### src/hdl/pcg_pkg.sv
package pcg_pkg;

  // ********************************************************************
  // Register numbers
  // ********************************************************************
  localparam logic [7:0] REG_INPUT_CONTROL = 8'h00;
  localparam logic [7:0] REG_LOOP_CONTROL = 8'h01;
  localparam logic [7:0] REG_DIV_LOW = 8'h02;
  localparam logic [7:0] REG_DIV_HIGH = 8'h03;
  localparam logic [7:0] REG_PHASE_OFFSET = 8'h04;
  localparam logic [7:0] REG_PHASE_ADJUST = 8'h05;
  localparam logic [7:0] REG_OUTPUT_ENABLE = 8'h06;
  localparam logic [7:0] REG_OSC_DIVIDER = 8'h07;
  localparam logic [7:0] REG_RESET = 8'h08;
  localparam logic [7:0] REG_CHIP_VERSION = 8'h10;
  localparam logic [7:0] REG_CHIP_REVISION = 8'h11;
  localparam logic [7:0] REG_STATUS = 8'h12;

  // ********************************************************************
  // Reset values and writable-bit masks
  // ********************************************************************
  localparam logic [7:0] RST_INPUT_CONTROL = 8'h41;
  localparam logic [7:0] RST_LOOP_CONTROL = 8'h00;
  localparam logic [7:0] RST_DIV_LOW = 8'hFF;
  localparam logic [3:0] RST_DIV_HIGH = 4'hF;
  localparam logic [7:0] RST_PHASE_OFFSET = 8'h00;
  localparam logic [1:0] RST_STEP_RES = 2'h3;
  localparam logic [5:0] RST_METAL = 6'h00;
  localparam logic [7:0] RST_OUTPUT_ENABLE = 8'h00;
  localparam logic [7:0] RST_OSC_DIVIDER = 8'h80;
  localparam logic [7:0] MASK_LOOP_CONTROL = 8'h37;
  localparam logic [7:0] MASK_PHASE_OFFSET = 8'hBF;

  // ********************************************************************
  // Field positions
  // ********************************************************************
  localparam int BIT_DET_SOURCE = 0;
  localparam int BIT_DET_POLARITY = 1;
  localparam int BIT_REF_EDGE = 2;
  localparam int BIT_FB_EDGE = 3;
  localparam int BIT_FB_SOURCE = 4;
  localparam int BIT_AUX_SOURCE = 5;
  localparam int BIT_LOOP_LOCK_EN = 6;
  localparam int BIT_PHASE_LOCK_EN = 7;
  localparam int BIT_FILTER_SEL = 7;
  localparam int BIT_INPUT_SEL = 7;
  localparam int BIT_PCLK_EN = 0;

  // ********************************************************************
  // Bus address, reset command and divider constants
  // ********************************************************************
  localparam logic [6:0] DEV_ADDR_BASE = 7'h26;
  localparam logic [3:0] PLL_LOAD_CODE = 4'h5;
  localparam logic [3:0] DPA_LOAD_CODE = 4'hA;
  localparam logic [12:0] FB_MODULUS_OFFSET = 13'h0008;

  // ********************************************************************
  // Synchroniser lanes
  // ********************************************************************
  localparam int SYN_SCL = 0;
  localparam int SYN_SDA = 1;
  localparam int SYN_ADDR = 2;
  localparam int SYN_DET = 3;
  localparam int SYN_PLL_LOCK = 4;
  localparam int SYN_DPA_LOCK = 5;
  localparam int SYN_REF = 6;
  localparam int SYN_RECOV = 7;
  localparam int SYN_OSC = 8;
  localparam int SYN_W = 9;

  typedef enum logic [3:0] {
    PCG_IDLE, PCG_ADDR, PCG_ACK_ADDR, PCG_PTR, PCG_ACK_PTR,
    PCG_WDATA, PCG_ACK_WDATA, PCG_RDATA, PCG_ACK_RDATA
  } pcg_state_t;

endpackage : pcg_pkg

### src/hdl/pcg_serial_regs.sv
// Overview of operation
// - Pin low: answer 4Dh read, 4Ch write
// - Pin high: answer 4Fh read, 4Eh write
// - Twelve registers: one WO, eight RW, three RO
// - Works with 100kHz and 400kHz bus clocks
// - Detector-enable source bit, reset one
// - Detector pin polarity bit, reset zero
// - Reference trigger edge select, reset zero
// - External feedback edge select, reset zero
// - Feedback source internal or external select
// - Aux sync from loop or input sync
// - Loop lock onto lock pin, reset one
// - Phase lock onto lock pin, reset zero
// - Post-scaler select field, reserved bits zero
// - Divider low byte, reset all ones
// - Divider high nibble, reset all ones
// - Six-bit phase offset steps, reset zero
// - Loop filter select bit, reset zero
// - Phase step resolution, reset three
// - Six-bit metal revision report field
// - Differential pixel clock enable, reset zero
// - Internal power-on reset sets all values
// - Upper nibble 5 loads loop working copies
// - Lower nibble A loads phase-adjust copy
// - Total division equals value plus eight
`timescale 1ns/1ps
`default_nettype none

module pcg_serial_regs
  import pcg_pkg::*;
#(
  // Arbitrary identification values.
  parameter logic [7:0] CHIP_VERSION = 8'h5A,
  parameter logic [7:0] CHIP_REVISION = 8'hA5,
  parameter logic [5:0] METAL_REV_MASK = 6'h3F
) (
  input wire logic ref_clk_i,
  input wire logic rst_i,
  input wire logic scl_i,
  input wire logic sda_i,
  output logic sda_o,
  output logic sda_oe_n_o,
  input wire logic bus_address_select_pin_i,
  input wire logic detector_enable_pin_i,
  input wire logic pll_lock_i,
  input wire logic dpa_lock_i,
  input wire logic reference_sync_i,
  input wire logic recovered_sync_i,
  input wire logic osc_divided_i,
  output logic detector_active_o,
  output logic reference_edge_select_o,
  output logic feedback_edge_select_o,
  output logic feedback_source_select_o,
  output logic aux_sync_output_o,
  output logic lock_ref_o,
  output logic [2:0] detector_gain_o,
  output logic [1:0] post_scaler_select_o,
  output logic [7:0] divider_low_bits_o,
  output logic [3:0] divider_high_bits_o,
  output logic [12:0] feedback_modulus_o,
  output logic [5:0] phase_offset_steps_o,
  output logic loop_filter_select_o,
  output logic [1:0] phase_step_resolution_o,
  output logic diff_pixel_clock_enable_o,
  output logic [7:0] output_enable_bits_o,
  output logic [6:0] osc_divider_o,
  output logic input_select_o,
  output logic pll_reset_o,
  output logic phase_delay_unit_reset_o
);

  // ********************************************************************
  // State record
  // ********************************************************************
  typedef struct packed {
    pcg_state_t st;
    logic [SYN_W-1:0] sync1;
    logic [SYN_W-1:0] sync2;
    logic scl_d;
    logic sda_d;
    logic [7:0] shreg;
    logic [2:0] bitcnt;
    logic [7:0] ptr;
    logic rw;
    logic ack_on;
    logic sda_low;
    logic [7:0] in_ctrl;
    logic [7:0] loop_sh;
    logic [7:0] div_lo_sh;
    logic [3:0] div_hi_sh;
    logic [7:0] ofs;
    logic [1:0] res_sh;
    logic [5:0] metal;
    logic [7:0] oe;
    logic [7:0] osc;
    logic [7:0] loop_wk;
    logic [7:0] div_lo_wk;
    logic [3:0] div_hi_wk;
    logic [1:0] res_wk;
    logic [12:0] fb_mod;
    logic pll_pulse;
    logic dpa_pulse;
    logic det_act;
    logic aux;
    logic lock_ref;
  } pcg_regs_t;

  pcg_regs_t cur_ff;
  pcg_regs_t nxt_cur;

  logic [SYN_W-1:0] pins;
  logic scl_s;
  logic sda_s;
  logic scl_rise;
  logic scl_fall;
  logic bus_start;
  logic bus_stop;
  logic [7:0] rx_byte;
  logic [7:0] rd_data;
  logic [6:0] own_addr;

  always_comb begin
    pins = '0;
    pins[SYN_SCL] = scl_i;
    pins[SYN_SDA] = sda_i;
    pins[SYN_ADDR] = bus_address_select_pin_i;
    pins[SYN_DET] = detector_enable_pin_i;
    pins[SYN_PLL_LOCK] = pll_lock_i;
    pins[SYN_DPA_LOCK] = dpa_lock_i;
    pins[SYN_REF] = reference_sync_i;
    pins[SYN_RECOV] = recovered_sync_i;
    pins[SYN_OSC] = osc_divided_i;
  end

  // ********************************************************************
  // Bus events
  // ********************************************************************
  // Sampling at 250 MHz gives hundreds of samples per bus bit at either
  // bus rate, so start, stop and edges are caught without a filter.
  // oversampled edges
  assign scl_s = cur_ff.sync2[SYN_SCL];
  assign sda_s = cur_ff.sync2[SYN_SDA];
  assign scl_rise = scl_s & ~cur_ff.scl_d;
  assign scl_fall = ~scl_s & cur_ff.scl_d;
  assign bus_start = scl_s & cur_ff.scl_d & cur_ff.sda_d & ~sda_s;
  assign bus_stop = scl_s & cur_ff.scl_d & ~cur_ff.sda_d & sda_s;
  assign rx_byte = {cur_ff.shreg[6:0], sda_s};
  assign own_addr = {DEV_ADDR_BASE[6:1], cur_ff.sync2[SYN_ADDR]};

  // ********************************************************************
  // Read decode
  // ********************************************************************
  always_comb begin
    case (cur_ff.ptr)
      REG_INPUT_CONTROL: rd_data = cur_ff.in_ctrl;
      REG_LOOP_CONTROL: rd_data = cur_ff.loop_sh;
      REG_DIV_LOW: rd_data = cur_ff.div_lo_sh;
      REG_DIV_HIGH: rd_data = {4'h0, cur_ff.div_hi_sh};
      REG_PHASE_OFFSET: rd_data = cur_ff.ofs;
      REG_PHASE_ADJUST: rd_data = {cur_ff.metal & METAL_REV_MASK, cur_ff.res_sh};
      REG_OUTPUT_ENABLE: rd_data = cur_ff.oe;
      REG_OSC_DIVIDER: rd_data = cur_ff.osc;
      REG_CHIP_VERSION: rd_data = CHIP_VERSION;
      REG_CHIP_REVISION: rd_data = CHIP_REVISION;
      REG_STATUS: rd_data = {6'h00, cur_ff.sync2[SYN_PLL_LOCK], cur_ff.sync2[SYN_DPA_LOCK]};
      default: rd_data = 8'h00;
    endcase
  end

  // ********************************************************************
  // Next state
  // ********************************************************************
  always_comb begin
    nxt_cur = cur_ff;
    nxt_cur.sync1 = pins;
    nxt_cur.sync2 = cur_ff.sync1;
    nxt_cur.scl_d = scl_s;
    nxt_cur.sda_d = sda_s;
    nxt_cur.pll_pulse = 1'b0;
    nxt_cur.dpa_pulse = 1'b0;

    case (cur_ff.st)
      PCG_IDLE: begin
        nxt_cur.sda_low = 1'b0;
      end
      PCG_ADDR, PCG_PTR, PCG_WDATA: begin
        if (scl_rise) begin
          nxt_cur.shreg = rx_byte;
          nxt_cur.bitcnt = cur_ff.bitcnt + 3'h1;
          nxt_cur.ack_on = 1'b0;
          if (cur_ff.bitcnt == 3'h7) begin
            if (cur_ff.st == PCG_ADDR) begin
              if (rx_byte[7:1] == own_addr) begin
                nxt_cur.rw = rx_byte[0];
                nxt_cur.st = PCG_ACK_ADDR;
              end else begin
                nxt_cur.st = PCG_IDLE;
              end
            end else if (cur_ff.st == PCG_PTR) begin
              nxt_cur.ptr = rx_byte;
              nxt_cur.st = PCG_ACK_PTR;
            end else begin
              nxt_cur.ptr = cur_ff.ptr + 8'h01;
              nxt_cur.st = PCG_ACK_WDATA;
              case (cur_ff.ptr)
                REG_INPUT_CONTROL: nxt_cur.in_ctrl = rx_byte;
                REG_LOOP_CONTROL: nxt_cur.loop_sh = rx_byte & MASK_LOOP_CONTROL;
                REG_DIV_LOW: nxt_cur.div_lo_sh = rx_byte;
                REG_DIV_HIGH: nxt_cur.div_hi_sh = rx_byte[3:0];
                REG_PHASE_OFFSET: nxt_cur.ofs = rx_byte & MASK_PHASE_OFFSET;
                REG_PHASE_ADJUST: begin
                  nxt_cur.res_sh = rx_byte[1:0];
                  nxt_cur.metal = rx_byte[7:2];
                end
                REG_OUTPUT_ENABLE: nxt_cur.oe = rx_byte;
                REG_OSC_DIVIDER: nxt_cur.osc = rx_byte;
                REG_RESET: begin
                  if (rx_byte[7:4] == PLL_LOAD_CODE) begin
                    nxt_cur.loop_wk = cur_ff.loop_sh;
                    nxt_cur.div_lo_wk = cur_ff.div_lo_sh;
                    nxt_cur.div_hi_wk = cur_ff.div_hi_sh;
                    nxt_cur.fb_mod = {1'b0, cur_ff.div_hi_sh, cur_ff.div_lo_sh}
                      + FB_MODULUS_OFFSET;
                    nxt_cur.pll_pulse = 1'b1;
                  end
                  if (rx_byte[3:0] == DPA_LOAD_CODE) begin
                    nxt_cur.res_wk = cur_ff.res_sh;
                    nxt_cur.dpa_pulse = 1'b1;
                  end
                end
                default: begin
                end
              endcase
            end
          end
        end
      end
      PCG_ACK_ADDR, PCG_ACK_PTR, PCG_ACK_WDATA: begin
        // The first falling edge opens the acknowledge slot, the second
        // closes it, so the line is never released while the clock is high.
        if (scl_fall && !cur_ff.ack_on) begin
          nxt_cur.sda_low = 1'b1;
          nxt_cur.ack_on = 1'b1;
        end else if (scl_fall) begin
          nxt_cur.ack_on = 1'b0;
          nxt_cur.bitcnt = 3'h0;
          if (cur_ff.st == PCG_ACK_ADDR && cur_ff.rw) begin
            nxt_cur.shreg = rd_data;
            nxt_cur.sda_low = ~rd_data[7];
            nxt_cur.ptr = cur_ff.ptr + 8'h01;
            nxt_cur.st = PCG_RDATA;
          end else begin
            nxt_cur.sda_low = 1'b0;
            nxt_cur.st = (cur_ff.st == PCG_ACK_ADDR) ? PCG_PTR : PCG_WDATA;
          end
        end
      end
      PCG_RDATA: begin
        if (scl_rise) begin
          nxt_cur.bitcnt = cur_ff.bitcnt + 3'h1;
          if (cur_ff.bitcnt == 3'h7) begin
            nxt_cur.ack_on = 1'b0;
            nxt_cur.st = PCG_ACK_RDATA;
          end
        end else if (scl_fall) begin
          nxt_cur.shreg = {cur_ff.shreg[6:0], 1'b0};
          nxt_cur.sda_low = ~cur_ff.shreg[6];
        end
      end
      PCG_ACK_RDATA: begin
        if (scl_fall && !cur_ff.ack_on) begin
          nxt_cur.sda_low = 1'b0;
          nxt_cur.ack_on = 1'b1;
        end else if (scl_rise && cur_ff.ack_on && sda_s) begin
          // A refused byte ends the read; the stop or a new start follows.
          nxt_cur.st = PCG_IDLE;
        end else if (scl_fall) begin
          nxt_cur.ack_on = 1'b0;
          nxt_cur.bitcnt = 3'h0;
          nxt_cur.shreg = rd_data;
          nxt_cur.sda_low = ~rd_data[7];
          nxt_cur.ptr = cur_ff.ptr + 8'h01;
          nxt_cur.st = PCG_RDATA;
        end
      end
      default: begin
        nxt_cur.st = PCG_IDLE;
      end
    endcase

    // Start and stop win over any byte in progress.
    if (bus_start) begin
      nxt_cur.st = PCG_ADDR;
      nxt_cur.bitcnt = 3'h0;
      nxt_cur.sda_low = 1'b0;
      nxt_cur.ack_on = 1'b0;
    end else if (bus_stop) begin
      nxt_cur.st = PCG_IDLE;
      nxt_cur.sda_low = 1'b0;
    end

    nxt_cur.det_act = cur_ff.in_ctrl[BIT_DET_SOURCE]
      | (cur_ff.sync2[SYN_DET] ^ cur_ff.in_ctrl[BIT_DET_POLARITY]);
    nxt_cur.aux = cur_ff.in_ctrl[BIT_AUX_SOURCE] ? cur_ff.sync2[SYN_REF]
      : cur_ff.sync2[SYN_RECOV];
    case ({cur_ff.in_ctrl[BIT_LOOP_LOCK_EN], cur_ff.in_ctrl[BIT_PHASE_LOCK_EN]})
      2'b01: nxt_cur.lock_ref = cur_ff.sync2[SYN_DPA_LOCK];
      2'b10: nxt_cur.lock_ref = cur_ff.sync2[SYN_PLL_LOCK];
      2'b11: nxt_cur.lock_ref = cur_ff.osc[BIT_INPUT_SEL] ? cur_ff.sync2[SYN_OSC]
        : (cur_ff.sync2[SYN_REF] ^ cur_ff.in_ctrl[BIT_REF_EDGE]);
      default: nxt_cur.lock_ref = 1'b0;
    endcase
  end

  // ********************************************************************
  // State register
  // ********************************************************************
  // rst_i stands for the internal power-on detector; no pin resets it.
  // power-on values
  always_ff @(posedge ref_clk_i or posedge rst_i) begin
    if (rst_i) begin
      cur_ff <= '{
        st: PCG_IDLE,
        sync1: '1,
        sync2: '1,
        scl_d: 1'b1,
        sda_d: 1'b1,
        shreg: 8'h00,
        bitcnt: 3'h0,
        ptr: 8'h00,
        rw: 1'b0,
        ack_on: 1'b0,
        sda_low: 1'b0,
        in_ctrl: RST_INPUT_CONTROL,
        loop_sh: RST_LOOP_CONTROL,
        div_lo_sh: RST_DIV_LOW,
        div_hi_sh: RST_DIV_HIGH,
        ofs: RST_PHASE_OFFSET,
        res_sh: RST_STEP_RES,
        metal: RST_METAL,
        oe: RST_OUTPUT_ENABLE,
        osc: RST_OSC_DIVIDER,
        loop_wk: RST_LOOP_CONTROL,
        div_lo_wk: RST_DIV_LOW,
        div_hi_wk: RST_DIV_HIGH,
        res_wk: RST_STEP_RES,
        fb_mod: {1'b0, RST_DIV_HIGH, RST_DIV_LOW} + FB_MODULUS_OFFSET,
        pll_pulse: 1'b0,
        dpa_pulse: 1'b0,
        det_act: 1'b1,
        aux: 1'b0,
        lock_ref: 1'b0
      };
    end else begin
      cur_ff <= nxt_cur;
    end
  end

  // ********************************************************************
  // Outputs
  // ********************************************************************
  assign sda_o = 1'b0;
  assign sda_oe_n_o = ~cur_ff.sda_low;
  assign detector_active_o = cur_ff.det_act;
  assign reference_edge_select_o = cur_ff.in_ctrl[BIT_REF_EDGE];
  assign feedback_edge_select_o = cur_ff.in_ctrl[BIT_FB_EDGE];
  assign feedback_source_select_o = cur_ff.in_ctrl[BIT_FB_SOURCE];
  assign aux_sync_output_o = cur_ff.aux;
  assign lock_ref_o = cur_ff.lock_ref;
  assign detector_gain_o = cur_ff.loop_wk[2:0];
  assign post_scaler_select_o = cur_ff.loop_wk[5:4];
  assign divider_low_bits_o = cur_ff.div_lo_wk;
  assign divider_high_bits_o = cur_ff.div_hi_wk;
  assign feedback_modulus_o = cur_ff.fb_mod;
  assign phase_offset_steps_o = cur_ff.ofs[5:0];
  assign loop_filter_select_o = cur_ff.ofs[BIT_FILTER_SEL];
  assign phase_step_resolution_o = cur_ff.res_wk;
  assign diff_pixel_clock_enable_o = cur_ff.oe[BIT_PCLK_EN];
  assign output_enable_bits_o = cur_ff.oe;
  assign osc_divider_o = cur_ff.osc[6:0];
  assign input_select_o = cur_ff.osc[BIT_INPUT_SEL];
  assign pll_reset_o = cur_ff.pll_pulse;
  assign phase_delay_unit_reset_o = cur_ff.dpa_pulse;

endmodule : pcg_serial_regs

`default_nettype wire

### config.mk
export PLATFORM = sky130hd
export DESIGN_NAME = pcg_serial_regs
export DESIGN_NICKNAME = d
export VERILOG_FILES = /design/src/hdl/pcg_pkg.sv /design/src/hdl/pcg_serial_regs.sv
export SDC_FILE = /design/constraint.sdc
export NUM_CORES = 1
export LEC_CHECK = 0
export BUFFER_PORTS_ARGS = -buffer_cell sky130_fd_sc_hd__buf_2
export CAP_MARGIN = 20
export CELL_PAD_IN_SITES_DETAIL_PLACEMENT = 1
export CELL_PAD_IN_SITES_GLOBAL_PLACEMENT = 2
export CORE_ASPECT_RATIO = 1.5
export CORE_MARGIN = 8
export CORE_UTILIZATION = 39
export CTS_CLUSTER_DIAMETER = 80
export DETAILED_ROUTE_END_ITERATION = 10
export PLACE_DENSITY_LB_ADDON = 0.1
export SLEW_MARGIN = 30
export SYNTH_ARGS = -nofsm -noshare
export SYNTH_HDL_FRONTEND = slang
export SYNTH_SLANG_ARGS = --single-unit
### constraint.sdc
create_clock -name ref_clk_i -period 4.54 [get_ports ref_clk_i]
set_input_delay 0.681 -clock ref_clk_i [delete_from_list [all_inputs] [get_ports ref_clk_i]]
set_output_delay 0.681 -clock ref_clk_i [all_outputs]
set_load 0.005 [all_outputs]
# Yosys cells after proc, flatten, opt, wreduce, memory -nomap -nowiden
# Index checks and enable logic that the tools add are counted.
dict set report totals {
  regBits 138
  output_inout_bits 66
}
dict set report op_classes {
  addsub 3
  n_mux 63
  bitwise_logic 19
  n_eq_ne 62
  reduce_logical 30
}
# op n
set op_table {}
lappend op_table {{18-bit two-way mux} 5}
lappend op_table {{8-bit one-hot mux with 11 select lines} 1}
lappend op_table {{6-bit AND reduction} 9}
lappend op_table {{4-bit two-way mux} 12}
lappend op_table {{4-bit inequality test, second input constant} 12}
lappend op_table {{10-bit one-hot mux with 4 select lines} 1}
lappend op_table {{8-bit by 3-bit == test with 1-bit output, second input constant} 4}
lappend op_table {{3-bit inequality test, second input constant} 9}
lappend op_table {{2-bit two-way mux} 13}
lappend op_table {{8-bit by 5-bit == test with 1-bit output, second input constant} 3}
lappend op_table {{8-bit two-way mux} 3}
lappend op_table {{8-bit one-hot mux with 3 select lines} 1}
lappend op_table {{2-bit inequality test, second input constant} 11}
lappend op_table {{7-bit two-way mux} 3}
lappend op_table {{7-bit AND reduction} 3}
lappend op_table {{4-bit by 3-bit == test with 1-bit output, second input constant} 5}
lappend op_table {{20-bit two-way mux} 1}
lappend op_table {{5-bit inequality test, second input constant} 4}
lappend op_table {{4-bit one-hot mux with 5 select lines} 1}
lappend op_table {{10-bit AND reduction} 2}
lappend op_table {{8-bit by 2-bit == test with 1-bit output, second input constant} 2}
lappend op_table {{1-bit two-way mux} 14}
lappend op_table {{12-bit by 4-bit adder with 13-bit output, second input constant} 1}
lappend op_table {{3-bit two-way mux} 4}
lappend op_table {{30 further kinds} 53}

# Depth between registers and ports, before layout
# Gate-level depths: netlist (run 1).
dict set report logic_depth {
  depth_word 9
  mapped_depth 9
  depth_no_buf 7
}

# Least setup slack after synthesis (run 1)
# OpenSTA, ideal clock, no wires.
dict set report synth_path {
  path_kind {reg-to-reg}
  from {register cur_ff[124] (netlist bit)}
  to {register cur_ff, in the netlist post_scaler_select_o[1]}
  period_less_slack_ps 2160
  setup_ps 125
  path_buffers 2
  t_arrival_ps 2036
  stages_incl_launch_ff 7
  setup_slack_ps 2380
  t_required_ps 4415
  path_cell_list {dfstp_2 -> buf_2 -> and3b_1 -> nand2_2 -> nor4_4 -> buf_4 -> mux2_2}
}
dict set report synth_via {
  elab_chain_len 2
}
# element line
set synth_rtl {}
lappend synth_rtl {{from (decl)} pcg_serial_regs.sv:108} ;# pcg_regs_t cur_ff;
lappend synth_rtl {{from (signal assigned)} pcg_serial_regs.sv:322} ;# cur_ff <= '{
lappend synth_rtl {{from (signal assigned)} pcg_serial_regs.sv:355} ;# cur_ff <= nxt_cur;
lappend synth_rtl {{1-bit bitwise AND} pcg_serial_regs.sv:143} ;# assign scl_rise = scl_s & ~cur_ff.scl_d;
lappend synth_rtl {{7-bit AND reduction (no line)} n/a}
# Every way passes these cells.
# A chain may end at the register's enable or synchronous reset.

# Worst setup path in the final report (run 1)
dict set report layout_path {
  from {register cur_ff[123] (netlist bit)}
  to {register cur_ff[117] (netlist bit)}
}
dict set report layout_via {
  elab_chain_len 6
  elab_cells_between_ends 15
}
# element line
set layout_rtl {}
lappend layout_rtl {{1-bit NOT} pcg_serial_regs.sv:143}
lappend layout_rtl {{1-bit bitwise AND} pcg_serial_regs.sv:143}
lappend layout_rtl {{1-bit logical AND (2 in a row)} pcg_serial_regs.sv:274} ;# end else if (scl_rise && cur_ff.ack_on && sda_s) begin
lappend layout_rtl {{2-bit inequality test (no line)} n/a}
lappend layout_rtl {{10-bit AND reduction (no line) *} n/a}
# Every way passes the cells marked *; elsewhere a longest branch is shown, timed or not.

==> results of run 1 <==
final cells by class:
class                           count  share of cell area [%]
Sequential cell                   135                    45.0
Multi-Input combinational cell    374                    37.7
Clock buffer                       20                    5.84
Timing Repair Buffer               79                    5.30
Tap cell                          217                    3.55
Clock inverter                     12                    1.87
Inverter                           13                   0.736
worst max path at each step:
stage,from,endpoint,slack (ns)
3_5_place_dp,cur_ff[123]$_DFF_PP1_,cur_ff[119]$_DFFE_PP0P_,1.72
2_1_floorplan,rst_i,aux_sync_output_o$_DFF_PP0_,0.34
6_report,cur_ff[123]$_DFF_PP1_,cur_ff[117]$_DFFE_PP0P_,1.69
5_1_grt,cur_ff[123]$_DFF_PP1_,cur_ff[114]$_DFFE_PP0P_,1.57
4_1_cts,cur_ff[123]$_DFF_PP1_,cur_ff[117]$_DFFE_PP0P_,1.69
3_3_place_gp,cur_ff[123]$_DFF_PP1_,cur_ff[119]$_DFFE_PP0P_,1.74
power by group through the flow:
stage | Clock (mW) | Sequential (mW) | Combinational [mW]
3_5_place_dp | 0 | 1.30 | 0.0971
2_1_floorplan | 0 | 1.26 | 0.0845
6_report | 1.38 | 1.28 | 0.0946
3_3_place_gp | 0 | 1.30 | 0.0941
4_1_cts | 1.41 | 1.28 | 0.0976
5_1_grt | 1.46 | 1.28 | 0.106
routing by layer:
metal	up-vias	share of wire, %	track usage, %
li1	2184	-	-
met1	2459	40	20.0
met2	81	55	33.7
met3	27	3.3	3.76
met4	0	2.0	6.95
met5	-	0	0
metrics by stage:
stage	hold WS [ns]	total power [mW]	std cells
after floorplan	0.345	1.35	611
after CTS	0.330	2.79	850
after global placement	0.346	1.39	818
after global routing	0.328	2.85	850
after detailed placement	0.348	1.40	818
final	0.348	2.76	850
cell usage in the layout (no fill, tap or decap), drive strengths merged, types with 4 or more instances in the layout:
cell type	count
a222oi	5
dfstp	53
or3	5
nand2b	4
o22ai	9
nor3	16
xor2	7
ha	7
mux2	93
nand2	33
or2	6
clkinv	5
clkbuf	20
a211oi	8
dfrtp	82
nand4	4
inv	17
a31oi	5
o21ai	25
nor4	4
nand3	14
nand3b	4
xnor2	4
and3	5
buf	79
a21oi	20
a22oi	9
a22o	4
nor2	25
registers in the layout, summed over array words and instances, names as in the netlist:
name,cells
cur_ff,75
feedback_modulus_o,10
divider_low_bits_o,8
output_enable_bits_o,8
osc_divider_o,7
phase_offset_steps_o,6
divider_high_bits_o,4
detector_gain_o,3
phase_step_resolution_o,2
post_scaler_select_o,2
aux_sync_output_o,1
detector_active_o,1
feedback_edge_select_o,1
feedback_source_select_o,1
input_select_o,1
lock_ref_o,1
loop_filter_select_o,1
phase_delay_unit_reset_o,1
pll_reset_o,1
reference_edge_select_o,1
cell families after synthesis:
| group | synth area share [%] |
|---|---|
| adder cells (fa/ha/maj) | 1.26 |
| AO/OA/AOI/OAI | 12.0 |
| buffers and inverters | 8.99 |
| flip-flops | 49.6 |
| AND/OR/NAND/NOR | 11.2 |
| multiplexers | 15.5 |
| XOR/XNOR | 1.39 |
| other | 0.0540 |
==> reports/results.ini, run 1 <==
[cells_and_area]
seqCellArea_sq_mm = 0.00344
nets = 638
num_antenna_cells = 0
multiInputGateArea_sq_mm = 0.00288
drive_above_1_share_pct = 43.1
area_growth_syn_to_layout_pct = 10.0
final_area_sq_mm = 0.00765
post-route-util_pct = 43.2
fillers = 1919

[placement]
hpwl_mm = 14.3
place_area_sq_mm = 0.00705
place.gp.congestion = 0.862
port_buffers = 75
dpl_worst_slack_ns = 1.72

[die]
start_util_pct = 39.2
io_pins = 77
dieWidth_um = 125
die_h_um = 179
design.die.area_sq_mm = 0.0224
std_cell_rows = 60
coreArea_sq_mm = 0.0177

[sta]
final-setup-viol-count = 0
hold_violations = 0
fin_ws_ns = 1.69
slew_headroom_pct = 40.1
tns_ns = 0
fmax_ghz = 0.351
slew_viol_final = 0
final_period_minus_worst_setup_slack_ns = 2.85
worst_slew_pin_slew_ns = 0.898
fin_skew_ns = 0.00680
rsz0062_at_grt = false
period_share_pct = 62.7

[hold_path]
worstHoldPathType = input pin to flop
min_from = scl_i
whs_endpoint = cur_ff[133]$_DFF_PP1_
holdPathStages = 1

[detailed_routing]
firstDrtPassIters = 4
wl_per_cell_um = 23.2
drc = 0
wl_mm = 19.7
num_vias = 4751
ant_nets = 0
drtIter0Drc = 303
viasPerCell = 5.59

[synth]
synth_top_area_share_pct = 29.5
synth_edf_count = 0
yosys_warnings = 0
syn_area_per_cell_sq_um = 11.4
yosys.area.top_type = dfrtp_1
syn_area_sq_mm = 0.00695
synth-seq-cells = 135
yosysMostFrequentCell = mux2_2
async_reset_ff_share_pct = 100
syn-num-nets = 629
ys_seq_area_share_pct = 49.6
yosys.cell_types.count = 76
synth_area_leaders = dfrtp_1, dfstp_2, mux2_2
syn_inst = 611
ys.flop_type = dfrtp_1
synth_common_cells = mux2_2, dfrtp_1, buf_4

[power_and_ir_drop]
power_frac_comb_pct = 3.4
p_switching_uw = 655
p_clk_share_pct = 50.1
internal_power_mw = 2.10
vdd_ir_drop_max_v = 0.000142
leakagePower_nw = 3.50
power_frac_seq_pct = 46.4
swShare_pct = 23.8
power.density_mw_per_mm2 = 360

[global_routing]
grt_overflow = 0
gr-usage-all-layers_pct = 18.3
grt_pass1_wl_mm = 31.4
grt_max_degree = 108
antenna_found_initial = 0
grt_pass1_vias = 5206

[critical_path]
crit_cells = 5
crit_chain = or3b_2, nor4_1, a211o_1, or2_1, mux2_2
path_buf_inv = 0
start_kind = flop
crit_fanout = 12
rr_worst_depth = 5
critPathKind = flop to flop
cp_slowest_cell = dfstp_2
crit_family = simple AND/OR/NAND/NOR gates
critPathMaxStageDelay_ns = 0.63
r2r-end = cur_ff[117]$_DFFE_PP0P_
reg2reg_setup_slack_ns = 1.69
end_kind = flop
cp.arrival_ns = 3.16
required_ns = 4.85
r2r-start = cur_ff[123]$_DFF_PP1_

[clock_network]
insertion_delay_ns = 0.43
cts_root_buf = clkbuf_16
cts_tree = done
postCtsSetupBuffers = 0
cts_sinks = 135
cts_resized = 0
htreeDepth = 4
cts_buffers = 17
cts_buffer_depth = 2
clk_pin_slew_worst_paths_ns = 0.06
cts_hold_buffers = 0

[flow_run]
maxCapViolCount = 0

[outcome]
run_status = complete, no violations

Note: power is estimated with default switching activity, not from simulation.
==> run 2, diff against run 1 <==
- ABC_AREA: default -> 1
- CORE_UTILIZATION: 39 -> 35
- clock period: 4.54 -> 2.7 ns (I/O delays scaled with it)
==> reports/results.ini, run 2 <==
[outcome]
run_status = complete, no violations

[detailed_routing]
wl_met1_mm = 8.74
top_layer = met4
ant_nets = 0
wl_met3_um = 624
drc = 0
firstDrtPassIters = 4
wl_per_cell_um = 18.5
viasPerCell = 4.87
drtIter0Drc = 214
wl_mm = 21.7
num_vias = 5709
wl_met2_mm = 11.7

[die]
die_h_um = 190
design.die.area_sq_mm = 0.0250
dieWidth_um = 132
io_pins = 77
std_cell_rows = 63
coreArea_sq_mm = 0.0197
start_util_pct = 35.7

[sta]
tns_ns = 0
hold_violations = 0
slew_headroom_pct = 59.1
final-setup-viol-count = 0
fmax_ghz = 0.444
slew_viol_final = 0
final_period_minus_worst_setup_slack_ns = 2.25
period_share_pct = 83.3
worst_slew_pin_slew_ns = 0.612
rsz0062_at_grt = false
fin_skew_ns = 0.00732

[critical_path]
crit_fanout = 14
critPathLaunch = cur_ff[103]$_DFFE_PP0P_
start_kind = flop
r2r-start = cur_ff[103]$_DFFE_PP0P_
end_kind = flop
critPathKind = flop to flop
cp.arrival_ns = 2.57
required_ns = 3.02

[synth]
synth-seq-cells = 135
synth_edf_count = 0
yosys.cell_types.count = 39
ys.flop_type = dfrtp_1
yosysMostFrequentCell = nand2_1
syn-num-nets = 888
yosys_warnings = 0
synth_common_cells = nand2_1, dfrtp_1, o21ai_0
ys_seq_area_share_pct = 49.0
syn_area_sq_mm = 0.00703
yosys.area.top_type = dfrtp_1
syn_area_per_cell_sq_um = 8.08
synth_top_area_share_pct = 29.2
synth_area_leaders = dfrtp_1, dfstp_2, nand2_1
async_reset_ff_share_pct = 100
syn_inst = 870

[clock_network]
postCtsSetupBuffers = 0
cts_sinks = 135
clk_pin_slew_worst_paths_ns = 0.06
cts_buffer_depth = 2
cts_tree = done
cts_buffers = 17
insertion_delay_ns = 0.42
htreeDepth = 4
cts_root_buf = clkbuf_16

[global_routing]
grt_pass1_vias = 6223
grt_overflow = 0
antenna_found_initial = 0
grt_pass1_wl_mm = 35.3
gr-usage-all-layers_pct = 18.2
grt_max_degree = 57

[cells_and_area]
final_common_cell = nand2_1
num_antenna_cells = 0
fillers = 2432
area_growth_syn_to_layout_pct = 12.3
final_cell_mix = nand2_1, dfrtp_1, buf_2
top_register = cur_ff
nets = 918
multiInputGateArea_sq_mm = 0.00281
post-route-util_pct = 40.1
largest_reg_flops = 75
seqCellArea_sq_mm = 0.00344
drive_above_1_share_pct = 23.5

[power_and_ir_drop]
power_frac_seq_pct = 42.5
p_clk_share_pct = 44.2
p_switching_mw = 1.61
internal_power_mw = 3.62
power.density_mw_per_mm2 = 664
swShare_pct = 30.8
power_mw = 5.24
leakagePower_nw = 3.88
power_frac_comb_pct = 13.4
vdd_ir_drop_max_v = 0.000373

[hold_path]
min_from = recovered_sync_i
worstHoldPathType = input pin to flop

[placement]
hpwl_mm = 16.9
place.gp.congestion = 0.871
port_buffers = 75

[flow_run]
maxCapViolCount = 0

## run 2: final cells by class
type	instances	area share, %
Multi-Input combinational cell	597	35.6
Clock buffer	19	5.74
Clock inverter	13	1.73
Timing Repair Buffer	85	6.06
Tap cell	260	4.12
Sequential cell	135	43.6
Inverter	64	3.09
## run 2: path summary, 6_finish.rpt
path	end	slack [ns]	depth (start not counted)
max	phase_offset_steps_o[0]$_DFFE_PP0P_	0.45	6
min	cur_ff[140]$_DFF_PP1_	0.07	1
max reg2reg	phase_offset_steps_o[0]$_DFFE_PP0P_	0.45	6
min reg2reg	cur_ff[125]$_DFF_PP1_	0.36	0
max in group asynchronous	feedback_modulus_o[12]$_DFFE_PP1P_	1.55	4
min in group asynchronous	detector_gain_o[1]$_DFFE_PP0P_	0.49	3
## run 2: logic make-up (layout without fill, tap and decap cells)
| kind of cell | Yosys count | in the layout | synth area share (%) |
|---|---|---|---|
| AOI/OAI and AO/OA | 130 | 130 | 9.97 |
| xor gates and xnor gates | 10 | 10 | 1.25 |
| adders and majority gates | 7 | 7 | 1.25 |
| buffers and inverters | 138 | 181 | 11.0 |
| DFF | 135 | 135 | 49.0 |
| muxes | 1 | 1 | 0.160 |
| other | 1 | 1 | 0.0534 |
| and+or+nand+nor | 448 | 448 | 27.3 |
## run 2: what timing repair did
action / 4_1_cts / 5_1_grt
hold buffers: 1 / 0
endpoints found under the hold margin: 9 / 0
resized for setup: 0 / 0
## run 2: through the flow
stage	setup slack, ns	area (sq um)	hold WS, ns	std cells
floorplan	0.659	7030	0.345	870
global placement	0.503	7290	0.346	1140
detailed placement	0.442	7290	0.347	1140
CTS	0.415	7890	0.0578	1173
global route	0.129	7890	0.0539	1173
finish	0.450	7890	0.0739	1173
## run 2: per-layer routing
layer | vias up | GRT usage, %
li1 | 2803 | -
met1 | 2776 | 19.8
met2 | 94 | 33.8
met3 | 36 | 3.45
met4 | 0 | 7.72
met5 | - | 0
## run 2: power groups by stage
stage | Combinational (mW) | Clock [mW] | Sequential, mW
after floorplan | 0.448 | 0 | 2.21
after global placement | 0.700 | 0 | 2.25
after detailed placement | 0.712 | 0 | 2.26
after CTS | 0.714 | 2.38 | 2.22
after global routing | 0.780 | 2.45 | 2.24
final | 0.700 | 2.31 | 2.23
## run 2: worst max-delay path, stage by stage, from the launching register on
cell and delay, ns:
dfrtp_1 0.42, inv_1 0.14, ha_1 0.22, nand3_1 0.11
nor2_2 0.38, nand3_1 0.54, o21ai_0 0.33
